## src/core/option_byte_pkg.sv

```systemverilog
// Constants, types and carriers shared by the option-byte decoder files
package option_byte_pkg;

  // Flash address width and option locations (primary and boot-swap copies)
  localparam int FLASH_ADDR_W = 13;
  localparam logic [12:0] OPT_POC_ADDR = 13'h0081;
  localparam logic [12:0] OPT_RSVA_ADDR = 13'h0082;
  localparam logic [12:0] OPT_RSVB_ADDR = 13'h0083;
  localparam logic [12:0] OPT_DBG_ADDR = 13'h0084;
  localparam logic [12:0] OPT_SWAP_OFS = 13'h1000;
  localparam int OPT_BYTES = 4;

  // Field positions inside the option bytes
  localparam int POC_SEL_BIT = 0;
  localparam int DBG_LOW_BIT = 0;
  localparam int DBG_HIGH_BIT = 1;

  // Debug control field encodings
  localparam logic [1:0] DBG_OFF = 2'h0;
  localparam logic [1:0] DBG_BAD = 2'h1;
  localparam logic [1:0] DBG_KEEP = 2'h2;
  localparam logic [1:0] DBG_ERASE = 2'h3;

  // Register indices (printed offsets); byte address is four times the index
  localparam logic [9:0] IDX_POC_OPT = 10'h081;
  localparam logic [9:0] IDX_RSVA_OPT = 10'h082;
  localparam logic [9:0] IDX_RSVB_OPT = 10'h083;
  localparam logic [9:0] IDX_DBG_OPT = 10'h084;
  localparam logic [9:0] IDX_CFG_STAT = 10'h000;
  localparam logic [9:0] IDX_SELF_WR = 10'h001;
  localparam logic [9:0] IDX_WR_STAT = 10'h002;
  localparam int APB_ADDR_W = 12;

  // Field positions of the block's own registers
  localparam int SELF_DATA_LSB = 0;
  localparam int SELF_ADDR_LSB = 8;
  localparam int WST_UNLOCK_PRI = 0;
  localparam int WST_UNLOCK_ALT = 1;
  localparam int WST_REFUSED = 2;
  localparam int WST_PENDING = 3;

  // Reset values
  localparam logic [7:0] BYTE_RST = 8'h00;

  // Decoded configuration carried to the rest of the chip
  typedef struct packed {
    logic poc_dual;
    logic [1:0] dbg_field;
    logic dbg_en;
    logic dbg_erase_on_fail;
    logic dbg_prohibited;
    logic poc_upper_nonzero;
    logic rsv_nonzero;
    logic swapped;
  } opt_cfg_t;

  // One byte write toward the flash array
  typedef struct packed {
    logic en;
    logic [12:0] addr;
    logic [7:0] data;
  } flash_wr_t;

  // Source of a write request
  typedef enum logic {SRC_PROGRAMMER, SRC_SELF} wr_src_t;

endpackage

```

## src/core/boot_option_byte_decoder.sv

```systemverilog
// Boot option byte loader, decoder and option write gate with APB access
//
// Contract
// [RULE1] Option bit 0 clear selects single low-threshold power-on clear, the default.
// [RULE2] Option bit 0 set selects dual-threshold power-on clear.
// [RULE3] Threshold-select writes accepted only from the external programmer, never self-programming.
// [RULE4] Boot swap fetches the upper option copy in place of the primary.
// [RULE5] Threshold-select rewrite allowed only after chip erase, not block erase.
// [RULE6] Programmer writes zeros to bits 7..1 of the threshold option byte.
// [RULE7] Programmer writes zero to both reserved bytes and their swap copies.
// [RULE8] Debug field: 00 off, 01 prohibited, 10 on, 11 on with erase on failure.
// [RULE9] Without debug support the programmer writes zero to both debug bytes.
// [RULE10] With debug the programmer writes 2 or 3 to both debug bytes alike.
// [RULE11] Decoded settings latched once after reset and held until next reset.
//
// Chosen here: the APB slave port.
`timescale 1ns/1ps
`default_nettype none
module boot_option_byte_decoder
  import option_byte_pkg::*;
#(
  parameter int ADDR_W = FLASH_ADDR_W
) (
  // Clock and reset
  input wire logic ref_clk_i,
  input wire logic sys_rst_i,
  // Boot swap strap
  input wire logic boot_swap_i,
  // APB slave
  input wire logic psel_i,
  input wire logic penable_i,
  input wire logic pwrite_i,
  input wire logic [APB_ADDR_W-1:0] paddr_i,
  input wire logic [31:0] pwdata_i,
  output logic [31:0] prdata_o,
  output logic pready_o,
  output logic pslverr_o,
  // Flash read port used by the boot fetch
  output logic flash_rd_req_o,
  output logic [ADDR_W-1:0] flash_rd_addr_o,
  input wire logic flash_rd_ack_i,
  input wire logic [7:0] flash_rd_data_i,
  // External programmer requests
  input wire logic prog_wr_i,
  input wire logic [ADDR_W-1:0] prog_addr_i,
  input wire logic [7:0] prog_data_i,
  input wire logic chip_erase_i,
  input wire logic block_erase_i,
  // Flash write port
  output flash_wr_t flash_wr_o,
  output logic wr_refused_o,
  // Decoded configuration
  output opt_cfg_t cfg_o,
  output logic cfg_valid_o,
  output logic clear_threshold_select_o,
  output logic debug_ctrl_bit_high_o,
  output logic debug_ctrl_bit_low_o
);

  // Elaboration check: the option copies live up to the swap area
  if (ADDR_W != FLASH_ADDR_W) begin : g_bad_width
    $error("boot_option_byte_decoder: ADDR_W must equal the flash option address width");
  end

  // All state of the top in one record
  typedef struct packed {
    opt_cfg_t cfg;
    logic cfg_valid;
    logic [OPT_BYTES-1:0][7:0] raw;
    logic unlock_pri;
    logic unlock_alt;
    logic refused;
    logic refused_pulse;
    logic self_pend;
    logic [12:0] self_addr;
    logic [7:0] self_data;
    flash_wr_t wr;
    logic [31:0] rdata;
    logic rerr;
  } top_t;

  top_t cur_r, cur_nxt;

  logic [OPT_BYTES-1:0][7:0] fetch_bytes;
  logic fetch_swapped;
  logic fetch_done;
  opt_cfg_t dec_cfg;

  // Boot fetch of the option bytes
  option_fetch u_fetch (
    .ref_clk_i(ref_clk_i),
    .sys_rst_i(sys_rst_i),
    .boot_swap_i(boot_swap_i),
    .rd_req_o(flash_rd_req_o),
    .rd_addr_o(flash_rd_addr_o),
    .rd_ack_i(flash_rd_ack_i),
    .rd_data_i(flash_rd_data_i),
    .bytes_o(fetch_bytes),
    .swapped_o(fetch_swapped),
    .done_o(fetch_done)
  );

  // Field decode of the fetched bytes
  option_decode u_decode (
    .bytes_i(fetch_bytes),
    .swapped_i(fetch_swapped),
    .cfg_o(dec_cfg)
  );

  // Map an APB byte address to a register index; low two bits must be zero
  function automatic logic [9:0] reg_index(input logic [APB_ADDR_W-1:0] a);
    reg_index = a[APB_ADDR_W-1:2];
  endfunction

  // True when a flash address is the threshold option byte, either copy
  function automatic logic is_poc_loc(input logic [12:0] a);
    is_poc_loc = (a == OPT_POC_ADDR) || (a == (OPT_POC_ADDR + OPT_SWAP_OFS));
  endfunction

  logic apb_setup;
  logic apb_wr;
  logic [9:0] rd_idx;
  logic [9:0] wr_idx;
  logic prog_poc;
  logic prog_ok;
  logic self_poc;
  logic self_go;
  logic prog_alt;

  assign apb_setup = psel_i && !penable_i;
  // A misaligned write is answered with an error and must not reach any register
  assign apb_wr = psel_i && penable_i && pwrite_i && (paddr_i[1:0] == 2'h0);
  assign rd_idx = reg_index(paddr_i);
  assign wr_idx = reg_index(paddr_i);
  assign prog_alt = prog_addr_i[12];

  // Threshold byte from the programmer needs the matching unlock from a chip erase
  assign prog_poc = prog_wr_i && is_poc_loc(prog_addr_i);
  assign prog_ok = prog_wr_i && (!prog_poc || (prog_alt ? cur_r.unlock_alt : cur_r.unlock_pri)); // [RULE5]

  // Self-programming waits while the programmer owns the write port
  assign self_poc = is_poc_loc(cur_r.self_addr);
  assign self_go = cur_r.self_pend && !prog_wr_i;

  // Next-state logic for latch, write gate and register file
  always_comb begin
    cur_nxt = cur_r;
    cur_nxt.wr.en = 1'b0;
    cur_nxt.refused_pulse = 1'b0;

    // One-time capture when the fetch finishes; never reloaded
    if (fetch_done && !cur_r.cfg_valid) begin
      cur_nxt.cfg = dec_cfg; // [RULE11]
      cur_nxt.raw = fetch_bytes;
      cur_nxt.cfg_valid = 1'b1;
    end

    // Programmer writes: threshold byte only after chip erase
    if (prog_ok) begin
      cur_nxt.wr.en = 1'b1;
      cur_nxt.wr.addr = prog_addr_i;
      cur_nxt.wr.data = prog_data_i;
    end else if (prog_wr_i) begin
      cur_nxt.refused_pulse = 1'b1; // [RULE5]
    end else if (self_go) begin
      cur_nxt.self_pend = 1'b0;
      if (self_poc) begin
        cur_nxt.refused_pulse = 1'b1; // [RULE3]
      end else begin
        cur_nxt.wr.en = 1'b1;
        cur_nxt.wr.addr = cur_r.self_addr;
        cur_nxt.wr.data = cur_r.self_data;
      end
    end

    // An accepted threshold write consumes the unlock of that copy
    if (prog_ok && prog_poc) begin
      if (prog_alt) begin
        cur_nxt.unlock_alt = 1'b0;
      end else begin
        cur_nxt.unlock_pri = 1'b0;
      end
    end
    // Chip erase unlocks both copies and wins over a same-cycle consume; block erase does not
    if (chip_erase_i) begin
      cur_nxt.unlock_pri = 1'b1; // [RULE5]
      cur_nxt.unlock_alt = 1'b1;
    end

    // APB writes to the block's own registers
    if (apb_wr) begin
      if (wr_idx == IDX_SELF_WR && !cur_r.self_pend) begin
        cur_nxt.self_pend = 1'b1;
        cur_nxt.self_data = pwdata_i[SELF_DATA_LSB +: 8];
        cur_nxt.self_addr = pwdata_i[SELF_ADDR_LSB +: 13];
      end
      if (wr_idx == IDX_WR_STAT && pwdata_i[WST_REFUSED]) begin
        cur_nxt.refused = 1'b0;
      end
    end
    // Sticky refusal; a new refusal wins over the clear
    if (cur_nxt.refused_pulse) begin
      cur_nxt.refused = 1'b1;
    end

    // Read data registered in the setup phase, valid in the access phase
    if (apb_setup) begin
      cur_nxt.rdata = 32'h0000_0000;
      cur_nxt.rerr = 1'b0;
      if (paddr_i[1:0] != 2'h0) begin
        cur_nxt.rerr = 1'b1;
      end else begin
        case (rd_idx)
          IDX_POC_OPT: cur_nxt.rdata[7:0] = cur_r.raw[0];
          IDX_RSVA_OPT: cur_nxt.rdata[7:0] = cur_r.raw[1];
          IDX_RSVB_OPT: cur_nxt.rdata[7:0] = cur_r.raw[2];
          IDX_DBG_OPT: cur_nxt.rdata[7:0] = cur_r.raw[3];
          IDX_CFG_STAT: cur_nxt.rdata[9:0] = {cur_r.cfg_valid, cur_r.cfg};
          IDX_SELF_WR: cur_nxt.rdata[20:0] = {cur_r.self_addr, cur_r.self_data};
          IDX_WR_STAT: begin
            cur_nxt.rdata[WST_UNLOCK_PRI] = cur_r.unlock_pri;
            cur_nxt.rdata[WST_UNLOCK_ALT] = cur_r.unlock_alt;
            cur_nxt.rdata[WST_REFUSED] = cur_r.refused;
            cur_nxt.rdata[WST_PENDING] = cur_r.self_pend;
          end
          default: cur_nxt.rerr = 1'b1;
        endcase
      end
    end
  end

  // State register; reset clears both unlocks, so the threshold stays locked until the next chip erase
  always_ff @(posedge ref_clk_i) begin
    if (sys_rst_i) begin
      cur_r <= '0;
    end else begin
      cur_r <= cur_nxt;
    end
  end

  // APB answers in the first access cycle, so no wait states
  assign pready_o = 1'b1;
  assign pslverr_o = psel_i && penable_i && cur_r.rerr;
  assign prdata_o = cur_r.rdata;

  // Flash write strobe and refusal pulse
  assign flash_wr_o = cur_r.wr;
  assign wr_refused_o = cur_r.refused_pulse;

  // Latched configuration; stays at reset value until the fetch completes
  assign cfg_o = cur_r.cfg;
  assign cfg_valid_o = cur_r.cfg_valid;
  assign clear_threshold_select_o = cur_r.cfg.poc_dual; // [RULE1] [RULE2]
  assign debug_ctrl_bit_high_o = cur_r.cfg.dbg_field[1];
  assign debug_ctrl_bit_low_o = cur_r.cfg.dbg_field[0];

  // Block erase only reaches the flash; it is deliberately ignored here
  logic unused_block_erase;
  assign unused_block_erase = block_erase_i;

endmodule
`default_nettype wire

```

## src/core/option_decode.sv

```systemverilog
// Pure decode of fetched option bytes into the configuration carrier
`timescale 1ns/1ps
`default_nettype none
module option_decode
  import option_byte_pkg::*;
(
  // Raw bytes
  input wire logic [OPT_BYTES-1:0][7:0] bytes_i,
  input wire logic swapped_i,
  // Decoded view
  output opt_cfg_t cfg_o
);

  logic [7:0] poc_b;
  logic [7:0] dbg_b;

  assign poc_b = bytes_i[0];
  assign dbg_b = bytes_i[3];

  // Field decode; a prohibited debug code is reported and leaves debug off
  always_comb begin
    cfg_o = '0;
    cfg_o.poc_dual = poc_b[POC_SEL_BIT]; // [RULE1] [RULE2]
    cfg_o.dbg_field = {dbg_b[DBG_HIGH_BIT], dbg_b[DBG_LOW_BIT]};
    case (cfg_o.dbg_field) // [RULE8]
      DBG_OFF: cfg_o.dbg_en = 1'b0;
      DBG_BAD: cfg_o.dbg_prohibited = 1'b1;
      DBG_KEEP: cfg_o.dbg_en = 1'b1;
      DBG_ERASE: begin
        cfg_o.dbg_en = 1'b1;
        cfg_o.dbg_erase_on_fail = 1'b1;
      end
      default: cfg_o.dbg_en = 1'b0;
    endcase
    cfg_o.poc_upper_nonzero = |poc_b[7:1];
    cfg_o.rsv_nonzero = |{bytes_i[1], bytes_i[2], dbg_b[7:2]};
    cfg_o.swapped = swapped_i;
  end

endmodule
`default_nettype wire

```

## src/core/option_fetch.sv

```systemverilog
// Reads the four option bytes from flash once after reset
`timescale 1ns/1ps
`default_nettype none
module option_fetch
  import option_byte_pkg::*;
(
  // Clock and reset
  input wire logic ref_clk_i,
  input wire logic sys_rst_i,
  // Boot swap strap
  input wire logic boot_swap_i,
  // Flash read port
  output logic rd_req_o,
  output logic [FLASH_ADDR_W-1:0] rd_addr_o,
  input wire logic rd_ack_i,
  input wire logic [7:0] rd_data_i,
  // Fetched bytes
  output logic [OPT_BYTES-1:0][7:0] bytes_o,
  output logic swapped_o,
  output logic done_o
);

  typedef enum logic [1:0] {F_START, F_READ, F_DONE} fetch_state_t;

  typedef struct packed {
    fetch_state_t st;
    logic swap;
    logic [1:0] idx;
    logic [12:0] addr;
    logic [OPT_BYTES-1:0][7:0] bytes;
  } fetch_t;

  fetch_t cur_r, cur_nxt;

  // Sequencer: strap caught at the first edge after release, then four reads
  always_comb begin
    cur_nxt = cur_r;
    case (cur_r.st)
      F_START: begin
        cur_nxt.swap = boot_swap_i;
        cur_nxt.idx = 2'h0;
        cur_nxt.addr = boot_swap_i ? (OPT_POC_ADDR + OPT_SWAP_OFS) : OPT_POC_ADDR; // [RULE4]
        cur_nxt.st = F_READ;
      end
      F_READ: begin
        if (rd_ack_i) begin
          cur_nxt.bytes[cur_r.idx] = rd_data_i;
          cur_nxt.addr = cur_r.addr + 13'h0001;
          cur_nxt.idx = cur_r.idx + 2'h1;
          if (cur_r.idx == 2'(OPT_BYTES - 1)) begin
            cur_nxt.st = F_DONE;
          end
        end
      end
      F_DONE: cur_nxt.st = F_DONE; // Held until the next reset [RULE11]
      default: cur_nxt.st = F_START;
    endcase
  end

  always_ff @(posedge ref_clk_i) begin
    if (sys_rst_i) begin
      cur_r <= '0;
    end else begin
      cur_r <= cur_nxt;
    end
  end

  // Request is a level held through all four reads until the flash acknowledges the last byte
  assign rd_req_o = (cur_r.st == F_READ);
  assign rd_addr_o = cur_r.addr;
  assign bytes_o = cur_r.bytes;
  assign swapped_o = cur_r.swap;
  assign done_o = (cur_r.st == F_DONE);

endmodule
`default_nettype wire

```

## config.mk

```make
export PLATFORM = sky130hd
export DESIGN_NAME = boot_option_byte_decoder
export DESIGN_NICKNAME = d
export VERILOG_FILES = /design/src/core/option_byte_pkg.sv /design/src/core/boot_option_byte_decoder.sv /design/src/core/option_decode.sv /design/src/core/option_fetch.sv
export SDC_FILE = /design/constraint.sdc
export NUM_CORES = 1
export LEC_CHECK = 0
export ABC_CLOCK_PERIOD_IN_PS = 1700
export CORE_ASPECT_RATIO = 1.1
export CORE_MARGIN = 1.5
export CORE_UTILIZATION = 30
export DETAILED_ROUTE_END_ITERATION = 8
export DONT_BUFFER_PORTS = 1
export GPL_ROUTABILITY_DRIVEN = 1
export GPL_TIMING_DRIVEN = 1
export PLACE_DENSITY = 0.53
export SYNTH_ARGS = -nofsm -noshare
export SYNTH_HDL_FRONTEND = slang
export SYNTH_HIERARCHICAL = 1
export SYNTH_SLANG_ARGS = --single-unit
```

## constraint.sdc

```tcl
create_clock -name ref_clk_i -period 1.7 [get_ports ref_clk_i]
set_input_delay 0.17 -clock ref_clk_i [delete_from_list [all_inputs] [get_ports ref_clk_i]]
set_output_delay 0.17 -clock ref_clk_i [all_outputs]
set_load 0.01 [all_outputs]
```

==> flow_metrics.py <==
metrics = {
    "global_routing": {
        "grt_pass1_vias": 5694,
        "grt_overflow": 0,
        "grt_max_degree": 161,
        "antenna_found_initial": 0,
        "grt_usage": 0.1606,
        "grt_pass1_wl_mm": 32.93,
    },
    "route": {
        "wl_per_cell_um": 18.08,
        "vias": 6015,
        "first_iter_violations": 507,
        "drc": 0,
        "routed_wl_mm": 21.88,
        "firstDrtPassIters": 5,
        "drtAntennaViolNets": 0,
        "vias_per_cell": 4.971,
    },
    "place": {
        "hpwl_mm": 15.79,
        "place_area_um2": 7600,
        "gp_congestion": 0.7837,
        "port_buffers": 0,
        "pre_cts_ws_ps": -116.1,
    },
    "finish": {
        "final_cell_mix": "161 x dfxtp_1, 148 x nand2_1, 108 x a21oi_1, 61 x nor2_1, 55 x nand3_1",
        "num_antenna_cells": 0,
        "drive_gt1_frac": 0.1412,
        "area_delta_synth_final_pct": 6.754,
        "postLayoutCoreUtil": 0.3276,
        "stdcell_area_um2": 8325,
        "fin_nets": 942,
        "n_fill_cell": 2736,
        "final_common_cell": "dfxtp_1",
    },
    "clock_network": {
        "cts_tree": "yes",
        "numCtsBuffers": 17,
        "cts_max_path_buffers": 2,
        "htree_levels": 4,
        "cts_root_buf": "clkbuf_16",
        "clk_pin_slew_ps": 80,
        "hold_buffers": 9,
        "clk-insertion-delay-late_ps": 430,
        "clock-sinks": 162,
        "cts_setup_buffers": 0,
    },
    "hold_path": {
        "min_path_type": "in2reg",
    },
    "die": {
        "initial_utilization": 0.3068,
        "coreArea_um2": 25420,
        "io_pins": 167,
        "die_w_um": 156.7,
        "rows": 61,
        "die-area_um2": 26970,
        "die_h_um": 172.1,
    },
    "timing": {
        "whs_ps": -196.4,
        "report.final.setup_viol": 21,
        "slew_viol_final": 0,
        "fmax_mhz": 548.6,
        "finalSetupTns_ps": -1900,
        "worstMarginPinSlew_ps": 568.5,
        "fin_crit_sh": 1.072,
        "period_minus_slack_ps": 1823,
        "clock_skew_ps": 15.47,
        "slew_headroom": 0.6188,
        "rsz0062_at_grt": "true",
        "final.setup.worst_slack_ps": -123.0,
        "hold_violations": 148,
    },
    "critical_path": {
        "crit_arrival_ps": 2140,
        "reg2reg_slack_ps": -120,
        "endpoint": "cur_r[63]",
        "crit_fanout": 10,
        "path_class": "reg2reg",
        "rr_startpoint": "cur_r[76]",
        "cp.required_ps": 2010,
        "end_kind": "flip-flop",
        "r2r-end": "cur_r[63]",
        "critPathLaunchType": "flip-flop",
        "startpoint": "cur_r[76]",
        "r2r_cells": 5,
    },
    "power": {
        "power_uw": 8975,
        "intPower_uw": 6406,
        "p_switching_uw": 2569,
        "combPwrFrac": 0.132,
        "power.leakage_uw": 0.003023,
        "irDropWorstVdd_mv": 0.5667,
        "clkPwrFrac": 0.409,
        "power_density_nw_per_um2": 1078,
        "p_seq_frac": 0.458,
        "switching_share": 0.2862,
    },
    "logic_synthesis": {
        "syn_area_um2": 7799,
        "ys_warn_count": 6,
        "synthArstFlopShare": 0,
        "seq_area_frac_synth": 0.4159,
        "ys_types": 64,
        "syn_inst": 933,
        "ys_seq_elements": 162,
        "synth_edf_count": 0,
        "synth_ff_type": "dfxtp_1",
        "avgSynthCellArea_um2": 8.359,
    },
    "job": {
        "drv_cap": 0,
    },
    "outcome": {
        "status": "finished, violations left",
        "violations": "negative hold slack, negative setup slack",
    },
}
-- synth_stat cells, drive strengths merged (5+ instances only) --
cell type	instances	share of area
or4	5	0.0053
o22ai	5	0.0040
and3	5	0.0042
and2	7	0.0056
nand2	150	0.072
buf	124	0.12
mux2i	30	0.039
nand2b	6	0.0051
dfxtp	162	0.42
nor3	6	0.0039
nand4	6	0.0048
a21oi	108	0.069
a22oi	34	0.033
ha	8	0.013
nor4	9	0.0080
nor2b	9	0.0072
clkbuf	49	0.025
nor2	61	0.029
inv	7	0.0034
a32oi	7	0.0079
nand3	57	0.037
o21ai	10	0.0064
mux2	11	0.016
-- power groups by stage --
stage | Sequential [uW] | Combinational, uW | Clock, uW
3_5_place_dp | 4200 | 1150 | 0
4_1_cts | 4110 | 1190 | 3770
2_1_floorplan | 4130 | 1040 | 0
6_report | 4110 | 1190 | 3670
3_3_place_gp | 4200 | 1150 | 0
5_1_grt | 4130 | 1330 | 3910
-- metrics by stage --
step | hold WS (ps) | instances
detailed placement | 252.8 | 1168
floorplan | 287.4 | 943
finish | -196.4 | 1210
CTS | -214.7 | 1209
global placement | 251.5 | 1168
global route | -221.0 | 1210
-- critical path, stage by stage, from the launching register on --
cell       delay [ps]
dfxtp_2           310
or4_1             510
or4_4             480
clkbuf_16         210
mux2i_1           160
nor2_1             50
-- per-layer routing --
| layer | vias up | global-route usage | share of wire |
|---|---|---|---|
| li1 | 2982 | - | - |
| met4 | 0 | 0.05300 | 0.016 |
| met3 | 19 | 0.04887 | 0.079 |
| met1 | 2821 | 0.1921 | 0.42 |
| met5 | - | 0 | 0 |
| met2 | 193 | 0.2736 | 0.49 |
-- timing repair --
action	in CTS	in global routing
cloned	0	1
pin swaps	0	2
endpoints found under the setup margin	35	70
hold endpoints to repair	157	152
resized for setup	2	9
-- worst min path at each step --
| stage | from | to | slack (ps) | depth (start not counted) |
|---|---|---|---|---|
| finish | sys_rst_i | u_fetch/rd_addr_o[12] | -200 | 1 |
| CTS | sys_rst_i | u_fetch/rd_addr_o[7] | -210 | 1 |
| global route | sys_rst_i | u_fetch/rd_addr_o[12] | -220 | 1 |
| detailed placement | sys_rst_i | u_fetch/rd_addr_o[11] | 250 | 1 |
| floorplan | chip_erase_i | cur_r[79] | 290 | 2 |
| global placement | sys_rst_i | u_fetch/rd_addr_o[11] | 250 | 1 |
-- kinds of logic (layout without fill, tap and decap cells) --
kind of cell | after synthesis | count (layout) | share of synthesized area
adder cells (fa/ha/maj) | 8 | 8 | 0.01284
AO/OA/AOI/OAI | 197 | 197 | 0.1584
other | 2 | 12 | 0.0009630
buffers and inverters | 181 | 102 | 0.1511
AND/OR/NAND/NOR | 341 | 341 | 0.2054
flip-flops | 162 | 162 | 0.4159
multiplexers | 41 | 41 | 0.05439
XOR/XNOR | 1 | 1 | 0.001123
-- cell type report --
class	instances	area, um^2	area share
clock buffers	18	439.2	0.05275
multi-input cells	600	3477	0.4176
inverters	7	26.28	0.003156
flip-flops and latches	162	3244	0.3897
well taps	346	432.9	0.05200
repair buffers	63	588.1	0.07063
clock inverters	14	117.6	0.01413
Note: power is estimated with default switching activity, not from simulation.
